===== src/shared/idc_defines.svh =====
`ifndef IDC_DEFINES_SVH
`define IDC_DEFINES_SVH

// Instruction word and field layout
`define IDC_WORD_W 14
`define IDC_FILE_W 7
`define IDC_FILE_MSB 6
`define IDC_DEST_BIT 7
`define IDC_BIT_LSB 7
`define IDC_BIT_MSB 9
`define IDC_PTR_BIT 2
`define IDC_MODE_LSB 0
`define IDC_MODE_MSB 1
`define IDC_LIT8_MSB 7
`define IDC_LIT11_MSB 10
`define IDC_LIT9_MSB 8

// Timing
`define IDC_OSC_PER_CYCLE 4
`define IDC_PHASE_LAST 2'h3

// Destination select
`define IDC_DEST_ACC 1'h0
`define IDC_DEST_FILE 1'h1

`endif


===== src/shared/idc_pkg.sv =====
package idc_pkg;

  typedef enum logic [1:0] {
    IDC_CLS_BYTE,
    IDC_CLS_BIT,
    IDC_CLS_LITCTL
  } idc_class_t;

  typedef enum logic [4:0] {
    IDC_OP_NOP,
    IDC_OP_BYTE_ALU,
    IDC_OP_BIT_SETCLR,
    IDC_OP_SKIP_IF_BIT_CLEAR,
    IDC_OP_SKIP_IF_BIT_SET,
    IDC_OP_DECREMENT_SKIP_ZERO,
    IDC_OP_INCREMENT_SKIP_ZERO,
    IDC_OP_CALL_DIRECT,
    IDC_OP_CALL_VIA_ACCUMULATOR,
    IDC_OP_RETURN,
    IDC_OP_RETURN_WITH_LITERAL,
    IDC_OP_RETURN_FROM_INTERRUPT,
    IDC_OP_JUMP_ABSOLUTE,
    IDC_OP_BRANCH_RELATIVE,
    IDC_OP_BRANCH_VIA_ACCUMULATOR,
    IDC_OP_INDIRECT_MOVE,
    IDC_OP_LITERAL
  } idc_op_t;

  typedef enum logic [1:0] {
    IDC_PM_PRE_INC,
    IDC_PM_PRE_DEC,
    IDC_PM_POST_INC,
    IDC_PM_POST_DEC
  } idc_ptr_mode_t;

endpackage


===== src/shared/idc_field_if.sv =====
`timescale 1ns/10ps
`default_nettype none

interface idc_field_if;
  logic [13:0] word;
  idc_pkg::idc_class_t op_class;
  idc_pkg::idc_op_t op;
  logic [6:0] file_addr;
  logic dest_file;
  logic [2:0] bit_sel;
  logic ptr_sel;
  idc_pkg::idc_ptr_mode_t ptr_mode;
  logic [10:0] literal;
  logic uses_file;
  logic is_skip;
  logic base_two_cycle;

  modport decoder (input word, output op_class, op, file_addr, dest_file, bit_sel, ptr_sel,
                   ptr_mode, literal, uses_file, is_skip, base_two_cycle);
  modport user (output word, input op_class, op, file_addr, dest_file, bit_sel, ptr_sel,
                ptr_mode, literal, uses_file, is_skip, base_two_cycle);
endinterface

`default_nettype wire


===== src/logic/idc_field_decode.sv =====
`timescale 1ns/10ps
`default_nettype none
`include "idc_defines.svh"

module idc_field_decode
  import idc_pkg::*;
(
  // Word in, fields out
  idc_field_if.decoder fld
);

  logic [13:0] w;

  assign w = fld.word;
  assign fld.file_addr = w[`IDC_FILE_MSB:0];
  assign fld.dest_file = w[`IDC_DEST_BIT];
  assign fld.bit_sel = w[`IDC_BIT_MSB:`IDC_BIT_LSB];
  assign fld.ptr_sel = w[`IDC_PTR_BIT];
  assign fld.ptr_mode = idc_ptr_mode_t'(w[`IDC_MODE_MSB:`IDC_MODE_LSB]);
  assign fld.literal = w[`IDC_LIT11_MSB:0];

  // ****************************************************
  // Opcode classification
  // ****************************************************
  // Don't-care bits are never compared, only masked patterns
  always_comb begin
    fld.op_class = IDC_CLS_LITCTL;
    fld.op = IDC_OP_LITERAL;
    fld.uses_file = 1'b0;
    case (w[13:12])
      2'h0: begin
        fld.op_class = IDC_CLS_BYTE;
        fld.uses_file = 1'b1;
        fld.op = IDC_OP_BYTE_ALU;
        if (w[11:8] == 4'hB) begin
          fld.op = IDC_OP_DECREMENT_SKIP_ZERO;
        end else if (w[11:8] == 4'hF) begin
          fld.op = IDC_OP_INCREMENT_SKIP_ZERO;
        end else if (w[11:7] == 5'h00) begin
          // Control group with no file operand, except indirect moves
          fld.op_class = IDC_CLS_LITCTL;
          fld.uses_file = 1'b0;
          case (w[6:0])
            7'h08: fld.op = IDC_OP_RETURN;
            7'h09: fld.op = IDC_OP_RETURN_FROM_INTERRUPT;
            7'h0A: fld.op = IDC_OP_CALL_VIA_ACCUMULATOR;
            7'h0B: fld.op = IDC_OP_BRANCH_VIA_ACCUMULATOR;
            default: begin
              // Both move directions; bit 3 only picks the direction
              if (w[6:4] == 3'h1) begin
                fld.op = IDC_OP_INDIRECT_MOVE;
                fld.uses_file = 1'b1;
              end else begin
                fld.op = IDC_OP_NOP;
              end
            end
          endcase
        end
      end
      2'h1: begin
        fld.op_class = IDC_CLS_BIT;
        fld.uses_file = 1'b1;
        case (w[11:10])
          2'h2: fld.op = IDC_OP_SKIP_IF_BIT_CLEAR;
          2'h3: fld.op = IDC_OP_SKIP_IF_BIT_SET;
          default: fld.op = IDC_OP_BIT_SETCLR;
        endcase
      end
      2'h2: begin
        fld.op = w[11] ? IDC_OP_JUMP_ABSOLUTE : IDC_OP_CALL_DIRECT;
      end
      default: begin
        case (w[11:9])
          3'h1: fld.op = IDC_OP_BRANCH_RELATIVE;
          3'h2, 3'h3: fld.op = IDC_OP_RETURN_WITH_LITERAL;
          default: fld.op = IDC_OP_LITERAL;
        endcase
      end
    endcase
  end

  // ****************************************************
  // Cycle class
  // ****************************************************
  always_comb begin
    fld.is_skip = 1'b0;
    fld.base_two_cycle = 1'b0;
    case (fld.op)
      IDC_OP_CALL_DIRECT, IDC_OP_CALL_VIA_ACCUMULATOR: fld.base_two_cycle = 1'b1;
      IDC_OP_RETURN, IDC_OP_RETURN_WITH_LITERAL,
      IDC_OP_RETURN_FROM_INTERRUPT: fld.base_two_cycle = 1'b1;
      IDC_OP_JUMP_ABSOLUTE, IDC_OP_BRANCH_RELATIVE,
      IDC_OP_BRANCH_VIA_ACCUMULATOR: fld.base_two_cycle = 1'b1;
      IDC_OP_SKIP_IF_BIT_CLEAR, IDC_OP_SKIP_IF_BIT_SET,
      IDC_OP_DECREMENT_SKIP_ZERO, IDC_OP_INCREMENT_SKIP_ZERO: fld.is_skip = 1'b1;
      default: fld.base_two_cycle = 1'b0;
    endcase
  end

endmodule // idc_field_decode

`default_nettype wire


===== src/logic/idc_insn_decode.sv =====
`timescale 1ns/10ps
`default_nettype none
`include "idc_defines.svh"

// What this block does
// - Takes one 14-bit word holding opcode and all operands.
// - Sorts opcodes into byte, bit, and literal-control classes.
// - Ordinary instructions finish in one instruction cycle.
// - Both call forms take two instruction cycles.
// - All three return forms take two instruction cycles.
// - Jumps and branches take two instruction cycles; skips take two only when the skip is taken.
// - Indirect access through pointer into program memory adds one cycle.
// - One instruction cycle is four oscillator clocks.
// - File operand is always read; it is written back only for bit set/clear and byte ops with destination 1.
// - Destination bit 0 selects accumulator, 1 the file register.
// - File field addresses 0x00 through 0x7F.
// - Bit field selects one of eight bit positions.
// - Pointer field selects pointer pair 0 or 1.
// - Don't-care word bits never change behaviour.
// - Two-bit mode picks pre/post increment/decrement of pointer.
// - Literal field carries immediate data or target address.
module idc_insn_decode
  import idc_pkg::*;
(
  // Clock and reset
  input wire logic clk_sys,
  input wire logic sys_rst,
  // Program memory side
  input wire logic [13:0] insn_word,
  input wire logic insn_valid,
  output logic insn_fetch,
  // Execution status from the data path
  input wire logic skip_taken,
  input wire logic ptr_in_program,
  // Decoded fields
  output idc_class_t op_class,
  output idc_op_t op,
  output logic [6:0] file_addr,
  output logic [2:0] bit_sel,
  output logic ptr_sel,
  output idc_ptr_mode_t ptr_mode,
  output logic [10:0] literal,
  // Data file side
  output logic file_read,
  output logic file_write,
  output logic acc_write,
  // Cycle timing
  output logic [1:0] osc_phase,
  output logic cycle_strobe,
  output logic [1:0] cycle_index,
  output logic busy
);

  // ****************************************************
  // Field decode
  // ****************************************************
  idc_field_if fld ();

  logic [13:0] cur_word;
  logic cur_valid;
  logic [1:0] phase;
  logic [1:0] idx;
  logic [1:0] cycles_left;
  logic phase_end;
  logic extra_cycle;
  logic [1:0] next_total;

  assign fld.word = cur_word;

  idc_field_decode u_field (
    .fld(fld)
  );

  // ****************************************************
  // Oscillator phase
  // ****************************************************
  assign phase_end = (phase == `IDC_PHASE_LAST);

  always_ff @(posedge clk_sys or posedge sys_rst) begin
    if (sys_rst) begin
      phase <= 2'h0;
    end else begin
      phase <= phase + 2'h1;
    end
  end

  // ****************************************************
  // Instruction latch
  // ****************************************************
  // A new word is taken only on the last phase of the final cycle
  logic take_word;
  logic [1:0] remaining;
  assign take_word = phase_end && (remaining == 2'h0);

  always_ff @(posedge clk_sys or posedge sys_rst) begin
    if (sys_rst) begin
      cur_word <= 14'h0000;
      cur_valid <= 1'b0;
    end else if (take_word) begin
      cur_word <= insn_word;
      cur_valid <= insn_valid;
    end
  end

  // ****************************************************
  // Cycle count
  // ****************************************************
  // Extra cycle only for indirect moves with pointer into program memory
  assign extra_cycle = (fld.op == IDC_OP_INDIRECT_MOVE) && ptr_in_program;

  // In cycle 0 the count comes straight from the word being executed
  assign remaining = (idx == 2'h0) ? next_total : cycles_left;

  // Cycles remaining after the first, evaluated at end of cycle 0
  always_comb begin
    next_total = 2'h0;
    if (cur_valid) begin
      if (fld.base_two_cycle) begin
        next_total = 2'h1;
      end else if (fld.is_skip && skip_taken) begin
        next_total = 2'h1;
      end
      if (extra_cycle) begin
        next_total = next_total + 2'h1;
      end
    end else begin
      next_total = 2'h0;
    end
  end

  always_ff @(posedge clk_sys or posedge sys_rst) begin
    if (sys_rst) begin
      idx <= 2'h0;
      cycles_left <= 2'h0;
    end else if (phase_end) begin
      if (take_word) begin
        idx <= 2'h0;
        cycles_left <= 2'h0;
      end else begin
        idx <= idx + 2'h1;
        cycles_left <= remaining - 2'h1;
      end
    end
  end

  // ****************************************************
  // Outputs
  // ****************************************************
  // Registered copies so every port comes straight from a flop
  always_ff @(posedge clk_sys or posedge sys_rst) begin
    if (sys_rst) begin
      op_class <= IDC_CLS_LITCTL;
      op <= IDC_OP_NOP;
      file_addr <= 7'h00;
      bit_sel <= 3'h0;
      ptr_sel <= 1'b0;
      ptr_mode <= IDC_PM_PRE_INC;
      literal <= 11'h000;
    end else begin
      op_class <= fld.op_class;
      op <= cur_valid ? fld.op : IDC_OP_NOP;
      file_addr <= fld.file_addr;
      bit_sel <= fld.bit_sel;
      ptr_sel <= fld.ptr_sel;
      ptr_mode <= fld.ptr_mode;
      literal <= fld.literal;
    end
  end

  // Bit tests only read; bit set/clear always writes; byte ops follow d
  logic write_back;
  always_comb begin
    case (fld.op)
      IDC_OP_BIT_SETCLR: write_back = 1'b1;
      IDC_OP_SKIP_IF_BIT_CLEAR, IDC_OP_SKIP_IF_BIT_SET: write_back = 1'b0;
      default: write_back = (fld.op_class == IDC_CLS_BYTE) && (fld.dest_file == `IDC_DEST_FILE);
    endcase
  end

  // Read-modify-write: read in phase 0, write in phase 2 of cycle 0
  always_ff @(posedge clk_sys or posedge sys_rst) begin
    if (sys_rst) begin
      file_read <= 1'b0;
      file_write <= 1'b0;
      acc_write <= 1'b0;
    end else begin
      file_read <= cur_valid && fld.uses_file && (idx == 2'h0) && (phase == 2'h0);
      file_write <= cur_valid && fld.uses_file && (idx == 2'h0) && (phase == 2'h2)
                    && write_back;
      acc_write <= cur_valid && (fld.op_class == IDC_CLS_BYTE) && (idx == 2'h0) && (phase == 2'h2)
                   && (fld.dest_file == `IDC_DEST_ACC);
    end
  end

  always_ff @(posedge clk_sys or posedge sys_rst) begin
    if (sys_rst) begin
      osc_phase <= 2'h0;
      cycle_strobe <= 1'b0;
      cycle_index <= 2'h0;
      insn_fetch <= 1'b0;
      busy <= 1'b0;
    end else begin
      osc_phase <= phase;
      cycle_strobe <= phase_end;
      cycle_index <= idx;
      insn_fetch <= take_word;
      // Data path status is only settled one clock into cycle 0
      busy <= (idx != 2'h0) ? (cycles_left != 2'h0) : ((phase != 2'h0) && (next_total != 2'h0));
    end
  end

endmodule // idc_insn_decode

`default_nettype wire


===== config.mk =====
export PLATFORM = sky130hd
export DESIGN_NAME = idc_insn_decode
export DESIGN_NICKNAME = d
export VERILOG_FILES = /design/src/shared/idc_pkg.sv /design/src/shared/idc_field_if.sv /design/src/logic/idc_field_decode.sv /design/src/logic/idc_insn_decode.sv
export VERILOG_INCLUDE_DIRS = /design/src /design/src/shared
export SDC_FILE = /design/constraint.sdc
export NUM_CORES = 1
export LEC_CHECK = 0
export BUFFER_PORTS_ARGS = -buffer_cell sky130_fd_sc_hd__buf_2
export CAP_MARGIN = 10
export CELL_PAD_IN_SITES_DETAIL_PLACEMENT = 2
export CELL_PAD_IN_SITES_GLOBAL_PLACEMENT = 2
export CORE_ASPECT_RATIO = 1.25
export CORE_UTILIZATION = 37
export CTS_BUF_LIST = sky130_fd_sc_hd__clkbuf_2
export CTS_CLUSTER_SIZE = 28
export DETAILED_ROUTE_END_ITERATION = 10
export GPL_TIMING_DRIVEN = 1
export PLACE_DENSITY = 0.84
export REMOVE_ABC_BUFFERS = 1
export SLEW_MARGIN = 10
export SYNTH_ARGS = -nofsm -noshare
export SYNTH_HDL_FRONTEND = slang
export SYNTH_HIERARCHICAL = 1
export SYNTH_SLANG_ARGS = --single-unit

===== constraint.sdc =====
create_clock -name clk_sys -period 4.45 [get_ports clk_sys]
set_input_delay 0 -clock clk_sys [delete_from_list [all_inputs] [get_ports clk_sys]]
set_output_delay 0 -clock clk_sys [all_outputs]
set_load 0.01 [all_outputs]

==> impl_metrics.tcl <==
set metrics [dict create \
    ant_nets 0 \
    io_pins 60 \
    most-common-layout-cells "61 x dfrtp_1, 59 x buf_2, 16 x dlygate4sd3_1, 11 x nor2_1, 11 x clkbuf_2" \
    route.vias.total 1772 \
    dp_hpwl_microns 4240 \
    hold_end "busy$_DFF_PP0_" \
    vias_per_cell 4.95 \
    final_common_cell "dfrtp_1" \
    syn_to_final_growth_pct 16.1 \
    drc_errors 0 \
    grt_pass1_vias 1967 \
    drive_above_1_share_pct 40.3 \
    p_per_area_nw_per_um2 634 \
    setup-tns-final_ns 0 \
    switching_share_pct 38.2 \
    fin_cells 358 \
    synth_area_per_cell_sq_um 12.9 \
    crit_type "register to register" \
    nets 287 \
    yosysWarnings 6 \
    yosysSeqAreaShare_pct 57.9 \
    die_w_microns 78.2 \
    first_iter_violations 42 \
    syn_area_sq_um 2680 \
    cts_tree "built" \
    clk_latency_ns 0.54 \
    hold_class "input port to register" \
    slew-limit-headroom_pct 48.4 \
    ir_drop_mv 0.294 \
    gp_congestion 0.827 \
    rows 34 \
    hp-start "skip_taken" \
    hold_depth 5 \
    setup_viol 0 \
    nFillCells 725 \
    grt_overflow_total 0 \
    synth_async_sr_flop_share_pct 100 \
    grt_util_all_layers_pct 19.0 \
    post-cts-setup-buffer-count 0 \
    cp_data_required_time_ns 4.87 \
    clock-root-buffer "clkbuf_2" \
    max_freq_mhz 259 \
    rr_endpoint "cur_word[13]$_DFFE_PP0P_" \
    tightest_slew_ns 0.774 \
    drv_cap 0 \
    cp_max_fo 17 \
    status "finished clean" \
    pwr-share-seq_pct 46.9 \
    grt_pass1_wl_microns 10400 \
    finClkSkew_ns 0.0501 \
    p_comb_share_pct 35.3 \
    clk_pin_slew_ns 0.21 \
    period_needed_ns 3.86 \
    synth_edf_count 0 \
    insertedDiodeCount 0 \
    die-area_sq_um 7600 \
    hold_viol_final 0 \
    wire_per_inst_microns 17.9 \
    p_int_mw 1.22 \
    synthCells 208 \
    synth_seq_cells 62 \
    start_util_pct 38.5 \
    cts.htree.levels 3 \
    worstReg2RegStart "cur_word[11]$_DFFE_PP0P_" \
    drt_wl_total_microns 6400 \
    cts_buffers 9 \
    clockBufferDepth 2 \
    slew_viol_final 0 \
    antenna_found_initial 0 \
    firstDrtPassIters 4 \
    core_area_sq_um 6980 \
    synth.distinct_cells 51 \
    ctsResizeCount 0 \
    fin_crit_sh_pct 86.7 \
    p_clk_share_pct 17.8 \
    clock-sinks 62 \
    die_h_microns 97.2 \
    power.switching_uw 755 \
    dp_cells 326 \
    r2r_cells 12 \
    leakagePower_nw 1.51 \
    port_buffers 59 \
    rsz0062_at_grt "false" \
    synth_ff_type "dfrtp_1" \
    critPathLaunchType "register" \
    r2r_slack_ns 0.59 \
    end_kind "register" \
    arrival_ns 4.28 \
    startpoint "cur_word[11]$_DFFE_PP0P_" \
    grt_max_degree 63 \
]
[critical path: stages, from the launching register on]
cell and delay [ns]:
dfrtp_1 0.58, or4_4 0.58, a211o_1 0.31, a2bb2oi_1 0.16
a311oi_2 0.29, a31oi_1 0.16, a21o_1 0.19, ha_1 0.32
nand3_1 0.11, o21a_1 0.19, and3_1 0.17, buf_4 0.28
mux2_2 0.39
[cell families after synthesis]
logic type | after synthesis | share of synthesized area [%]
buffers and inverters | 42 | 11.1
muxes | 19 | 9.05
DFF | 62 | 57.9
AOI/OAI and AO/OA | 29 | 7.79
and+or+nand+nor | 51 | 11.8
adders and majority gates | 5 | 2.33
[through the flow]
stage	cell area, sq um	utilization [%]	hold slack, ns	power (mW)	setup slack [ns]
floorplan	2420	-	0.148	1.33	0.828
global placement	2840	40.7	0.232	1.57	0.928
detailed placement	2840	40.7	0.238	1.61	0.765
CTS	3120	44.7	0.0593	1.99	0.634
global route	3120	44.7	0.140	2.11	0.445
finish	3120	44.7	0.130	1.97	0.591
[per-layer routing]
layer / part of all wire [%] / GRT usage [%] / vias to the layer above
met1: 38 / 21.2 / 906
met2: 54 / 31.6 / 47
li1: - / - / 801
met4: 4.0 / 13.5 / 0
met5: 0 / 0 / -
met3: 3.1 / 4.04 / 18
[power by group through the flow]
stage                     clock [mW]  sequential [mW]  combinational [mW]
after floorplan                    0            0.959               0.369
after global placement             0            0.925               0.642
after detailed placement           0            0.941               0.673
after CTS                      0.362            0.931               0.700
after global routing           0.386            0.958               0.764
final                          0.351            0.927               0.697
[worst max path at each step]
stage	end	slack [ns]	depth (start not counted)
2_1_floorplan	cur_valid$_DFFE_PP0P_	0.83	11
3_3_place_gp	cur_word[9]$_DFFE_PP0P_	0.93	12
3_5_place_dp	cur_word[13]$_DFFE_PP0P_	0.77	12
4_1_cts	cur_word[13]$_DFFE_PP0P_	0.63	12
5_1_grt	cur_word[13]$_DFFE_PP0P_	0.45	12
6_report	cur_word[13]$_DFFE_PP0P_	0.59	12
[registers in the layout (all words and copies together) (netlist names), 3 cells and up]
name,count
file_addr,7
literal,11
cur_word,14
bit_sel,3
op,5
[final cells by class]
| cell class | count | area, sq um | share of cell area, % |
|---|---|---|---|
| inverter | 9 | 33.8 | 1.08 |
| multi-input combinational | 104 | 832 | 26.7 |
| clock inverter | 5 | 58.8 | 1.89 |
| sequential | 62 | 1550 | 49.8 |
| timing repair buffer | 77 | 470 | 15.1 |
| clock buffer | 11 | 55.1 | 1.77 |
| tap | 90 | 113 | 3.61 |
[timing repair]
| action | in CTS | in global routing |
|---|---|---|
| hold buffers | 16 | 0 |
| setup endpoints to repair | 0 | 0 |
| hold endpoints to repair | 76 | 0 |
[Yosys cell counts, types with 2 or more instances]
cell type	n	area share, %
dfrtp_1	61	57
buf_4	26	7.3
nor2_1	11	1.5
inv_1	9	1.3
mux2_2	9	3.8
mux2_4	8	4.5
o21ai_0	7	1.3
a31oi_1	5	1.2
and2_1	5	1.2
ha_1	5	2.3
a21oi_1	3	0.56
nand2_1	3	0.42
nand2b_1	3	0.70
nand3_1	3	0.56
nand3b_1	3	0.84
or2b_2	3	0.98
and3_1	2	0.47
buf_6	2	0.84
clkbuf_1	2	0.28
nand4_1	2	0.47
nor2b_1	2	0.47
nor3_1	2	0.37
nor3b_1	2	0.56
o2111ai_1	2	0.65
or4_4	2	0.84
Power figures use the tool's default switching activity.
